**config.mk**
```make
export PLATFORM = sky130hd
export DESIGN_NAME = fsc_flash_security
export DESIGN_NICKNAME = d
export VERILOG_FILES = /design/src/design/fsc_pkg.sv /design/src/design/fsc_flash_security.sv
export SDC_FILE = /design/constraint.sdc
export NUM_CORES = 1
export LEC_CHECK = 0
export BUFFER_PORTS_ARGS = -buffer_cell sky130_fd_sc_hd__buf_2
export CAP_MARGIN = 10
export CORE_MARGIN = 3
export CORE_UTILIZATION = 35
export CTS_BUF_LIST = sky130_fd_sc_hd__clkbuf_8
export DETAILED_ROUTE_END_ITERATION = 10
export SLEW_MARGIN = 15
export SYNTH_ARGS = -nofsm -noshare
export SYNTH_HDL_FRONTEND = slang
export SYNTH_SLANG_ARGS = --single-unit
```
**constraint.sdc**
```tcl
create_clock -name clk_sys -period 4.57 [get_ports clk_sys]
set_input_delay 0 -clock clk_sys [delete_from_list [all_inputs] [get_ports clk_sys]]
set_output_delay 0 -clock clk_sys [all_outputs]
set_load 0.05 [all_outputs]
```
**src/design/fsc_pkg.sv**
```systemverilog
// constants, register map and carrier types for the flash security and clock divider
// assumes a byte-wide flash array and a 16-bit cpu address space
package fsc_pkg;
  localparam logic [4:0] FSC_REG_DIV = 5'h00;
  localparam logic [4:0] FSC_REG_CFG = 5'h04;
  localparam logic [4:0] FSC_REG_OPT = 5'h08;
  localparam logic [4:0] FSC_REG_PROT = 5'h0C;
  localparam logic [4:0] FSC_REG_STAT = 5'h10;
  // ratio register fields
  localparam int FSC_DIV_SET_BIT = 7;
  localparam int FSC_DIV_PRE_BIT = 6;
  localparam logic [7:0] FSC_DIV_RST = 8'h00;
  // config and options fields
  localparam int FSC_CFG_KEY_WRITE_ACCESS_BIT = 5;
  localparam int FSC_OPT_BACKDOOR_UNLOCK_ENABLE_BIT = 7;
  localparam logic [1:0] FSC_SEC_UNSECURED = 2'h2;
  // status fields
  localparam int FSC_ST_SECURED_BIT = 2;
  localparam int FSC_ST_DBGEN_BIT = 3;
  localparam int FSC_ST_BKGD_BIT = 4;
  localparam int FSC_ST_ACCERR_BIT = 5;
  localparam int FSC_ST_SET_BIT = 6;
  localparam int FSC_ST_BUSY_BIT = 7;
  // timing and key entry
  localparam logic [2:0] FSC_PRESCALE_LAST = 3'h7;
  localparam int FSC_KEY_BYTES = 8;
  localparam logic [3:0] FSC_KEY_LAST = 4'h8;
  localparam int FSC_TIMING_MIN_KHZ = 150;
  localparam int FSC_TIMING_MAX_KHZ = 200;

  typedef struct packed {
    logic valid;
    logic write;
    logic debug;
    logic secureSrc;
    logic [15:0] addr;
    logic [7:0] wdata;
  } fsc_memreq_s;

  typedef struct packed {
    logic [4:0] address;
    logic read;
    logic write;
    logic [31:0] writedata;
    logic [3:0] byteenable;
  } fsc_avreq_s;
endpackage : fsc_pkg

```
**src/design/fsc_flash_security.sv**
```systemverilog
// flash security gate, backdoor key unlock and write-once flash clock divider
// assumes an avalon-mm master on clk_sys and a command engine that requests timed ops
//
// Our own choices: the register offsets and the Avalon-MM interface to the registers.
module fsc_flash_security #(
  parameter logic [15:0] FLASH_BASE = 16'h1860,
  parameter logic [15:0] RAM_BASE = 16'h0070,
  parameter logic [15:0] RAM_LAST = 16'h086F,
  parameter logic [15:0] KEY_BASE = 16'hFFB0,
  parameter int OP_CNT_W = 16
) (
  input wire logic clk_sys,
  input wire logic srst,
  input wire fsc_pkg::fsc_avreq_s avReq,
  output logic avWaitrequest,
  output logic [31:0] avReaddata,
  input wire logic [7:0] nonvolatileOptionsByte,
  input wire logic [7:0] nonvolatileProtectByte,
  input wire logic [63:0] backdoorCompareBytes,
  input wire logic backgroundModePin,
  input wire logic dbgProtWrite,
  input wire logic [7:0] dbgProtData,
  input wire logic blankCheckPass,
  input wire fsc_pkg::fsc_memreq_s memReq,
  input wire logic [7:0] memRdata,
  output fsc_pkg::fsc_memreq_s memFwd,
  output logic [7:0] cpuRdata,
  input wire logic opStart,
  input wire logic [OP_CNT_W-1:0] opPulses,
  output logic opBusy,
  output logic opDone,
  output logic flashTimingTick,
  output logic progEraseEnable,
  output logic debugModuleEnable,
  output logic activeBackgroundMode,
  output logic [7:0] blockProtect
);
  import fsc_pkg::*;

  typedef struct packed {
    logic [7:0] ratio;
    logic [7:0] opts;
    logic [7:0] prot;
    logic keyAccess;
    logic [3:0] keyIdx;
    logic keyOk;
    logic accErr;
    logic pinS1;
    logic pinS2;
    logic rstDone;
    logic bkgdMode;
    logic [2:0] pre;
    logic [5:0] divCnt;
    logic tick;
    logic busy;
    logic done;
    logic [OP_CNT_W-1:0] opCnt;
    logic ack;
    logic [31:0] rdata;
    fsc_memreq_s fwd;
    logic rdAllow;
    logic [7:0] cpuRd;
  } fsc_state_s;

  fsc_state_s st;
  fsc_state_s next_st;

  logic secured;
  logic busWr;
  logic busRd;
  logic keyHit;
  logic blocked;
  logic preEn;

  function automatic logic inFlash(input logic [15:0] a);
    inFlash = (a >= FLASH_BASE);
  endfunction : inFlash

  function automatic logic inSecureMem(input logic [15:0] a);
    inSecureMem = inFlash(a) || (a >= RAM_BASE && a <= RAM_LAST);
  endfunction : inSecureMem

  function automatic logic inKeyRange(input logic [15:0] a);
    inKeyRange = (a >= KEY_BASE) && (a - KEY_BASE < 16'(FSC_KEY_BYTES));
  endfunction : inKeyRange

  assign secured = (st.opts[1:0] != FSC_SEC_UNSECURED);
  // writes land at the second edge, reads at the first, so readdata is already held in a flop
  assign avWaitrequest = (avReq.read || avReq.write) && !st.ack;
  assign busWr = avReq.write && st.ack && avReq.byteenable[0];
  assign busRd = avReq.read && !st.ack;
  assign keyHit = memReq.valid && memReq.write && st.keyAccess && inKeyRange(memReq.addr);
  assign blocked = secured && inSecureMem(memReq.addr) && (memReq.debug || !memReq.secureSrc);
  assign preEn = st.ratio[FSC_DIV_PRE_BIT] ? (st.pre == FSC_PRESCALE_LAST) : 1'b1;

  always_comb begin
    next_st = st;
    next_st.tick = 1'b0;
    next_st.done = 1'b0;
    next_st.pinS1 = backgroundModePin;
    next_st.pinS2 = st.pinS1;
    next_st.ack = (avReq.read || avReq.write) && !st.ack;

    // flash timing clock: bus or bus/8, then divide by field plus one
    next_st.pre = st.pre + 3'h1;
    if (st.ratio[FSC_DIV_SET_BIT] && preEn) begin
      if (st.divCnt == st.ratio[5:0]) begin
        next_st.divCnt = 6'h00;
        next_st.tick = 1'b1;
      end else begin
        next_st.divCnt = st.divCnt + 6'h01;
      end
    end

    // timed ops count whole ticks; a start before the ratio is set is ignored
    if (opStart && !st.busy && st.ratio[FSC_DIV_SET_BIT] && opPulses != '0) begin
      next_st.busy = 1'b1;
      next_st.opCnt = opPulses;
    end else if (st.busy && st.tick) begin
      next_st.opCnt = st.opCnt - 1'b1;
      if (st.opCnt == OP_CNT_W'(1)) begin
        next_st.busy = 1'b0;
        next_st.done = 1'b1;
      end
    end

    // memory path gate, one cycle of latency on both directions
    next_st.fwd = memReq;
    next_st.fwd.valid = memReq.valid && !blocked && !keyHit;
    next_st.rdAllow = !blocked;
    next_st.cpuRd = st.rdAllow ? memRdata : 8'h00;

    // key comparison writes from secure code only
    if (keyHit && memReq.secureSrc && !memReq.debug && st.keyIdx != FSC_KEY_LAST) begin
      if (memReq.addr[2:0] != st.keyIdx[2:0] ||
          memReq.wdata != backdoorCompareBytes[8*(7-st.keyIdx[2:0]) +: 8]) begin
        next_st.keyOk = 1'b0;
      end
      next_st.keyIdx = st.keyIdx + 4'h1;
    end

    // a flash write before the ratio is set is a protocol violation
    if (memReq.valid && memReq.write && !keyHit && !blocked && inFlash(memReq.addr) &&
        !st.ratio[FSC_DIV_SET_BIT]) begin
      next_st.accErr = 1'b1;
    end

    if (dbgProtWrite) begin
      next_st.prot = dbgProtData;
    end

    // blank check pass forces the code open until reset
    if (blankCheckPass) begin
      next_st.opts[1:0] = FSC_SEC_UNSECURED;
    end

    if (busRd) begin
      next_st.rdata = 32'h0000_0000;
      if (avReq.address == FSC_REG_DIV) begin
        next_st.rdata[7:0] = st.ratio;
      end else if (avReq.address == FSC_REG_CFG) begin
        next_st.rdata[FSC_CFG_KEY_WRITE_ACCESS_BIT] = st.keyAccess;
      end else if (avReq.address == FSC_REG_OPT) begin
        next_st.rdata[7:0] = st.opts;
      end else if (avReq.address == FSC_REG_PROT) begin
        next_st.rdata[7:0] = st.prot;
      end else if (avReq.address == FSC_REG_STAT) begin
        next_st.rdata[1:0] = st.opts[1:0];
        next_st.rdata[FSC_ST_SECURED_BIT] = secured;
        next_st.rdata[FSC_ST_DBGEN_BIT] = !secured;
        next_st.rdata[FSC_ST_BKGD_BIT] = st.bkgdMode;
        next_st.rdata[FSC_ST_ACCERR_BIT] = st.accErr;
        next_st.rdata[FSC_ST_SET_BIT] = st.ratio[FSC_DIV_SET_BIT];
        next_st.rdata[FSC_ST_BUSY_BIT] = st.busy;
      end
    end

    if (busWr) begin
      if (avReq.address == FSC_REG_DIV) begin
        // only the first write lands; later ones are dropped silently
        if (!st.ratio[FSC_DIV_SET_BIT]) begin
          next_st.ratio = {1'b1, avReq.writedata[6:0]};
        end
      end else if (avReq.address == FSC_REG_CFG) begin
        if (avReq.writedata[FSC_CFG_KEY_WRITE_ACCESS_BIT] && !st.keyAccess) begin
          next_st.keyIdx = 4'h0;
          next_st.keyOk = 1'b1;
        end
        if (!avReq.writedata[FSC_CFG_KEY_WRITE_ACCESS_BIT] && st.keyAccess) begin
          // mismatch or short entry keeps the code as it was
          if (st.opts[FSC_OPT_BACKDOOR_UNLOCK_ENABLE_BIT] && st.keyOk && st.keyIdx == FSC_KEY_LAST) begin
            next_st.opts[1:0] = FSC_SEC_UNSECURED;
          end
        end
        next_st.keyAccess = avReq.writedata[FSC_CFG_KEY_WRITE_ACCESS_BIT];
      end else if (avReq.address == FSC_REG_STAT) begin
        // set wins: an error in this cycle survives the clear
        if (avReq.writedata[FSC_ST_ACCERR_BIT] && !next_st.accErr) begin
          next_st.accErr = 1'b0;
        end else if (avReq.writedata[FSC_ST_ACCERR_BIT] && st.accErr && next_st.accErr) begin
          next_st.accErr = memReq.valid && memReq.write && !keyHit && !blocked &&
                           inFlash(memReq.addr) && !st.ratio[FSC_DIV_SET_BIT];
        end
      end
    end

    // first cycle after release samples the background pin
    if (!st.rstDone) begin
      next_st.rstDone = 1'b1;
      next_st.bkgdMode = !st.pinS2;
    end

    if (srst) begin
      next_st = '0;
      next_st.pinS1 = backgroundModePin;
      next_st.pinS2 = st.pinS1;
      next_st.ratio = FSC_DIV_RST;
      next_st.opts = nonvolatileOptionsByte;
      next_st.prot = nonvolatileProtectByte;
      next_st.keyOk = 1'b1;
    end
  end

  always_ff @(posedge clk_sys) begin
    st <= next_st;
  end

  assign avReaddata = st.rdata;
  assign memFwd = st.fwd;
  assign cpuRdata = st.cpuRd;
  assign opBusy = st.busy;
  assign opDone = st.done;
  assign flashTimingTick = st.tick;
  assign progEraseEnable = st.ratio[FSC_DIV_SET_BIT];
  assign debugModuleEnable = st.rstDone && !secured;
  assign activeBackgroundMode = st.bkgdMode;
  assign blockProtect = st.prot;
endmodule : fsc_flash_security

```
# Yosys cells after proc, flatten, opt, wreduce, memory -nomap -nowiden
# Cells that the tools add are included.
[word_totals] register_bits=109 out_inout_bits=83 wordCells=157
[classes] add_sub_neg=6 n_lt_le_gt_ge=5 n_eq_ne=12 n_shift=1 muxes=38 bitwise=5 reduce_logical=61
[ops] op="119-bit 2-to-1 mux" n=1
[ops] op="64-bit by 33-bit indexed part select with 8-bit output" n=1
[ops] op="8-bit 2-to-1 mux" n=7
[ops] op="1-bit logical AND" n=33
[ops] op="7-bit 2-to-1 mux" n=3
[ops] op="18-bit 2-to-1 mux" n=1
[ops] op="16-bit by 1-bit equality test with 1-bit output, second input constant" n=1
[ops] op="16-bit by 13-bit >= comparator with 1-bit output, second input constant" n=1
[ops] op="16-bit >= comparator, second input constant" n=1
[ops] op="16-bit by 7-bit >= comparator with 1-bit output, second input constant" n=1
[ops] op="16-bit by 12-bit less-or-equal comparator with 1-bit output, second input constant" n=1
[ops] op="16-bit by 4-bit < comparator with 1-bit output, second input constant" n=1
[ops] op="16-bit 2-to-1 mux" n=1
[ops] op="2-bit 2-to-1 mux" n=8
[ops] op="16-bit nonzero test" n=1
[ops] op="16-bit by 1-bit subtractor with 16-bit output, second input constant" n=1
[ops] op="16-bit subtractor, second input constant" n=1
[ops] op="5-bit 2-to-1 mux" n=3
[ops] op="1-bit logical NOT" n=12
[ops] op="1-bit 2-to-1 mux" n=12
[ops] op="6-bit 2-to-1 mux" n=2
[ops] op="5-bit by 4-bit equality test with 1-bit output, second input constant" n=2
[ops] op="8-bit inequality test" n=1
[ops] op="6-bit by 1-bit adder with 6-bit output, second input constant" n=1
[ops] op="19 further kinds" n=31

# Longest topological paths before layout
[depth] depth_word=18 mapped_depth=11

# Worst setup path after synthesis
# Ideal clock, no wire load.
[synth_timing] path_kind="register to register" start="register st (netlist bit progEraseEnable)" end="register st[94] (netlist name)" setup_time_ns=0.119 t_arrival_ns=1.943 required_time_ns=4.451 slack_ns=2.508 path_stages_with_launch=8 synth_period_minus_slack_ns=2.062 path_cell_list="dfxtp_1 -> clkbuf_2 -> inv_1 -> a21oi_1 -> nand4_1 -> or2_2 -> xor2_1 -> nor2_1"
[synth_via] elab_chain_cells=1
[synth_rtl] item="start: declaration" line="fsc_flash_security.sv:65" source="fsc_state_s st;"
[synth_rtl] item="start signal: assignment" line="fsc_flash_security.sv:225" source="st <= next_st;"
[synth_rtl] item="1-bit logical AND" line="fsc_flash_security.sv:106" source="if (st.ratio[FSC_DIV_SET_BIT] && preEn) begin"
# No other way between the ends.
# A chain may end at the register's enable or synchronous reset.

==> impl_metrics.csv <==
group,metric,value,unit
status,status,"complete, no violations",
synth,synth_top_area_share,0.339,
clocking,cts_root_buf,"clkbuf_8",
worst_setup_path,start_kind,"flop",
clocking,clkSinkCount,109,
route,drtPass1Iterations,4,
finish,layout-drive-gt1-share,0.323,
worst_setup_path,arrival,3.07,ns
synth,synth.most_common_cell,"dfxtp_1",
finish,regArea,2320,um2
worst_setup_path,slowest_stage,"dfxtp_1",
worst_setup_path,cpPeakStageDelay,0.85,ns
clocking,cts_buffer_depth,2,
worst_setup_path,worstSetupPathDepth,8,
synth,synthArstFlopShare,0,
sta,setup_tns,0,ns
route,drt-wirelength-per-cell,14.6,um
floorplanning,core,15400,um2
worst_setup_path,r2r_cells,8,
synth,synth_edf_count,14,
placement,place.gp.congestion,0.851,
clocking,postCtsSetupRepairBufs,0,
sta,setup_viol,0,
synth,avgSynthCellArea,9.55,um2
power,powerDensity,274,nW/um2
clocking,tritoncts,"yes",
sta,rsz0062_at_grt,"false",
worst_setup_path,worst-path-buf-inv,3,
worst_setup_path,required,4.91,ns
sta,period_share,0.597,
worst_setup_path,timing.rr.start,"st[104]$_SDFF_PP0_",
finish,multi_input_area,2610,um2
synth,ys_ff_latch,109,
route,drc,0,
synth,syn_area,5620,um2
finish,num-fill-cells,1468,
synth,ys_warn_count,0,
global_route,grt-ovfl-total,0,
sta,min_period,2.73,ns
route,routed-via-count,4861,
sta,worstMarginPinSlew,1.05,ns
worst_setup_path,path_max_fanout,15,
sta,setup_slack,1.84,ns
floorplanning,dieArea,17600,um2
placement,post-place-ws,2.08,ns
sta,fmax,366,MHz
placement,dp_hpwl,11100,um
floorplanning,ios,272,
synth,syn_inst,588,
clocking,cts.reportedPaths.clkPinSlew,0.12,ns
floorplanning,start_util,0.364,
power,leakagePower,3.20,nW
sta,clock-skew-final,0.0128,ns
clocking,cts_buffers,9,
min_path,hp-class,"in2reg",
flow_run,max_cap_viol_count,0,
placement,numPortBuffers,219,
worst_setup_path,regToRegSetupSlack,1.84,ns
synth,synth_common_cells,"dfxtp_1, buf_4, nor2_1, a21oi_1, nor2b_1",
floorplanning,die_w,133,um
worst_setup_path,crit_type,"reg2reg",
power,peakVddDrop,0.177,mV
route,routed_wl,15300,um
sta,slew_viol_final,0,
clocking,htreeDepth,3,
floorplanning,rows,45,
finish,area_growth,32.6,%
route,viasPerCell,4.65,
sta,whs,0.0525,ns
worst_setup_path,crit_family,"buffers and inverters",
synth,yosysSeqAreaShare,0.413,
min_path,hold_path_end,"blockProtect[2]$_DFFE_PP_",
route,final_antenna_net_count,0,
worst_setup_path,crit_path_end_kind,"flop",
min_path,hold_path_depth,2,
global_route,grt_pass1_vias,4838,
global_route,antenna_found_initial,1,
placement,dpl_cell_area,6370,um2
sta,hold_viol,0,
synth,post_synth_num_cell_types,55,
power,totalPowerFinal,2.04,mW
synth,synth.largest_area_cell,"dfxtp_1",
worst_setup_path,r2r-end,"st[117]$_DFF_P_",
route,drt-initial-drc-count,205,
synth,synth_area_leaders,"dfxtp_1, buf_4, edfxtp_1",
sta,relSlewSlack,0.298,
clocking,insertion_delay,0.39,ns
worst_setup_path,path_cells,"buf_4 -> inv_1 -> ha_1 -> nand3b_1 -> nor4_1 -> a211oi_1 -> a22o_1 -> dlygate4sd3_1",
global_route,grt_max_degree,34,
finish,stdcell_area,7450,um2
synth,synth-main-ff-cell,"dfxtp_1",
worst_setup_path,critical_path.startpoint,"st[104]$_SDFF_PP0_",
floorplanning,die_h,133,um
global_route,grt_pass1_wl,24500,um
finish,nets,1024,
min_path,min_from,"dbgProtWrite",
global_route,track_usage,0.172,
==> metrics by stage <==
step	util	instances
floorplan	-	611
global placement	0.413	940
detailed placement	0.413	940
CTS	0.483	1044
global route	0.483	1045
finish	0.483	1045
==> layout make-up <==
type,count,share of cell area
Clock buffer,9,0.0166
Multi-Input combinational cell,383,0.351
Sequential cell,109,0.312
Antenna cell,1,0.000336
Clock inverter,7,0.00890
Timing Repair Buffer,310,0.268
Tap cell,211,0.0354
Inverter,15,0.00756
==> flip-flops by register name, summed over array words and instances (netlist names) <==
name                  count
memFwd                   28
avReaddata                8
flashTimingTick           1
opBusy                    1
progEraseEnable           1
opDone                    1
activeBackgroundMode      1
blockProtect              8
st                       52
cpuRdata                  8
==> power by group <==
part	internal [mW]	total, mW	switching, mW
Sequential	1.01	1.03	0.0150
Combinational	0.168	0.435	0.267
Clock	0.212	0.577	0.365
Total	1.39	2.04	0.647
==> per-layer routing <==
metal  vias to the layer above  part of all wire  global-route usage
met1                      2208              0.42               0.207
met4                         0             0.013              0.0421
met3                        14             0.073              0.0601
met5                         -                 0                   0
li1                       2447                 -                   -
met2                       192              0.49               0.296
==> placed cells by master (no fill, tap or decap), types with 7 or more instances in the layout <==
cell	synthesis	routed
buf_2	2	219
nor2b_1	33	33
nor3_1	12	12
dlygate4sd3_1	0	88
a21oi_1	49	49
mux4_2	13	13
mux2i_1	20	20
nand4_1	13	13
clkbuf_8	0	9
inv_1	14	14
nand2_1	21	21
nor4_1	12	12
xnor2_1	10	10
nand3_1	7	7
edfxtp_1	14	14
conb_1	1	24
ha_1	7	7
a211oi_1	8	8
dfxtp_1	95	95
nor2_1	51	51
mux2_2	9	9
xor2_1	20	20
and2_1	11	11
o21ai_0	16	16
==> worst max path at each step <==
| stage | end |
|---|---|
| 6_report | st[117]$_DFF_P_ |
| 2_1_floorplan | st[94]$_SDFFE_PP0P_ |
| 4_1_cts | st[117]$_DFF_P_ |
| 3_3_place_gp | st[103]$_SDFF_PP1_ |
| 3_5_place_dp | st[103]$_SDFF_PP1_ |
| 5_1_grt | st[118]$_DFF_P_ |
==> repair_timing <==
action / in CTS / in global routing
resized for setup: 0 / 0
hold buffers: 88 / 0
endpoints found under the hold margin: 80 / 0
==> cells by family after synthesis <==
family / Yosys count / share of synthesized area
AND/OR/NAND/NOR: 181 / 0.172
adder cells (fa/ha/maj): 7 / 0.0156
other: 1 / 0.000668
AO/OA/AOI/OAI: 96 / 0.102
buffers and inverters: 119 / 0.137
multiplexers: 45 / 0.113
XOR/XNOR: 30 / 0.0468
flip-flops: 109 / 0.413
Power figures use the tool's default switching activity.
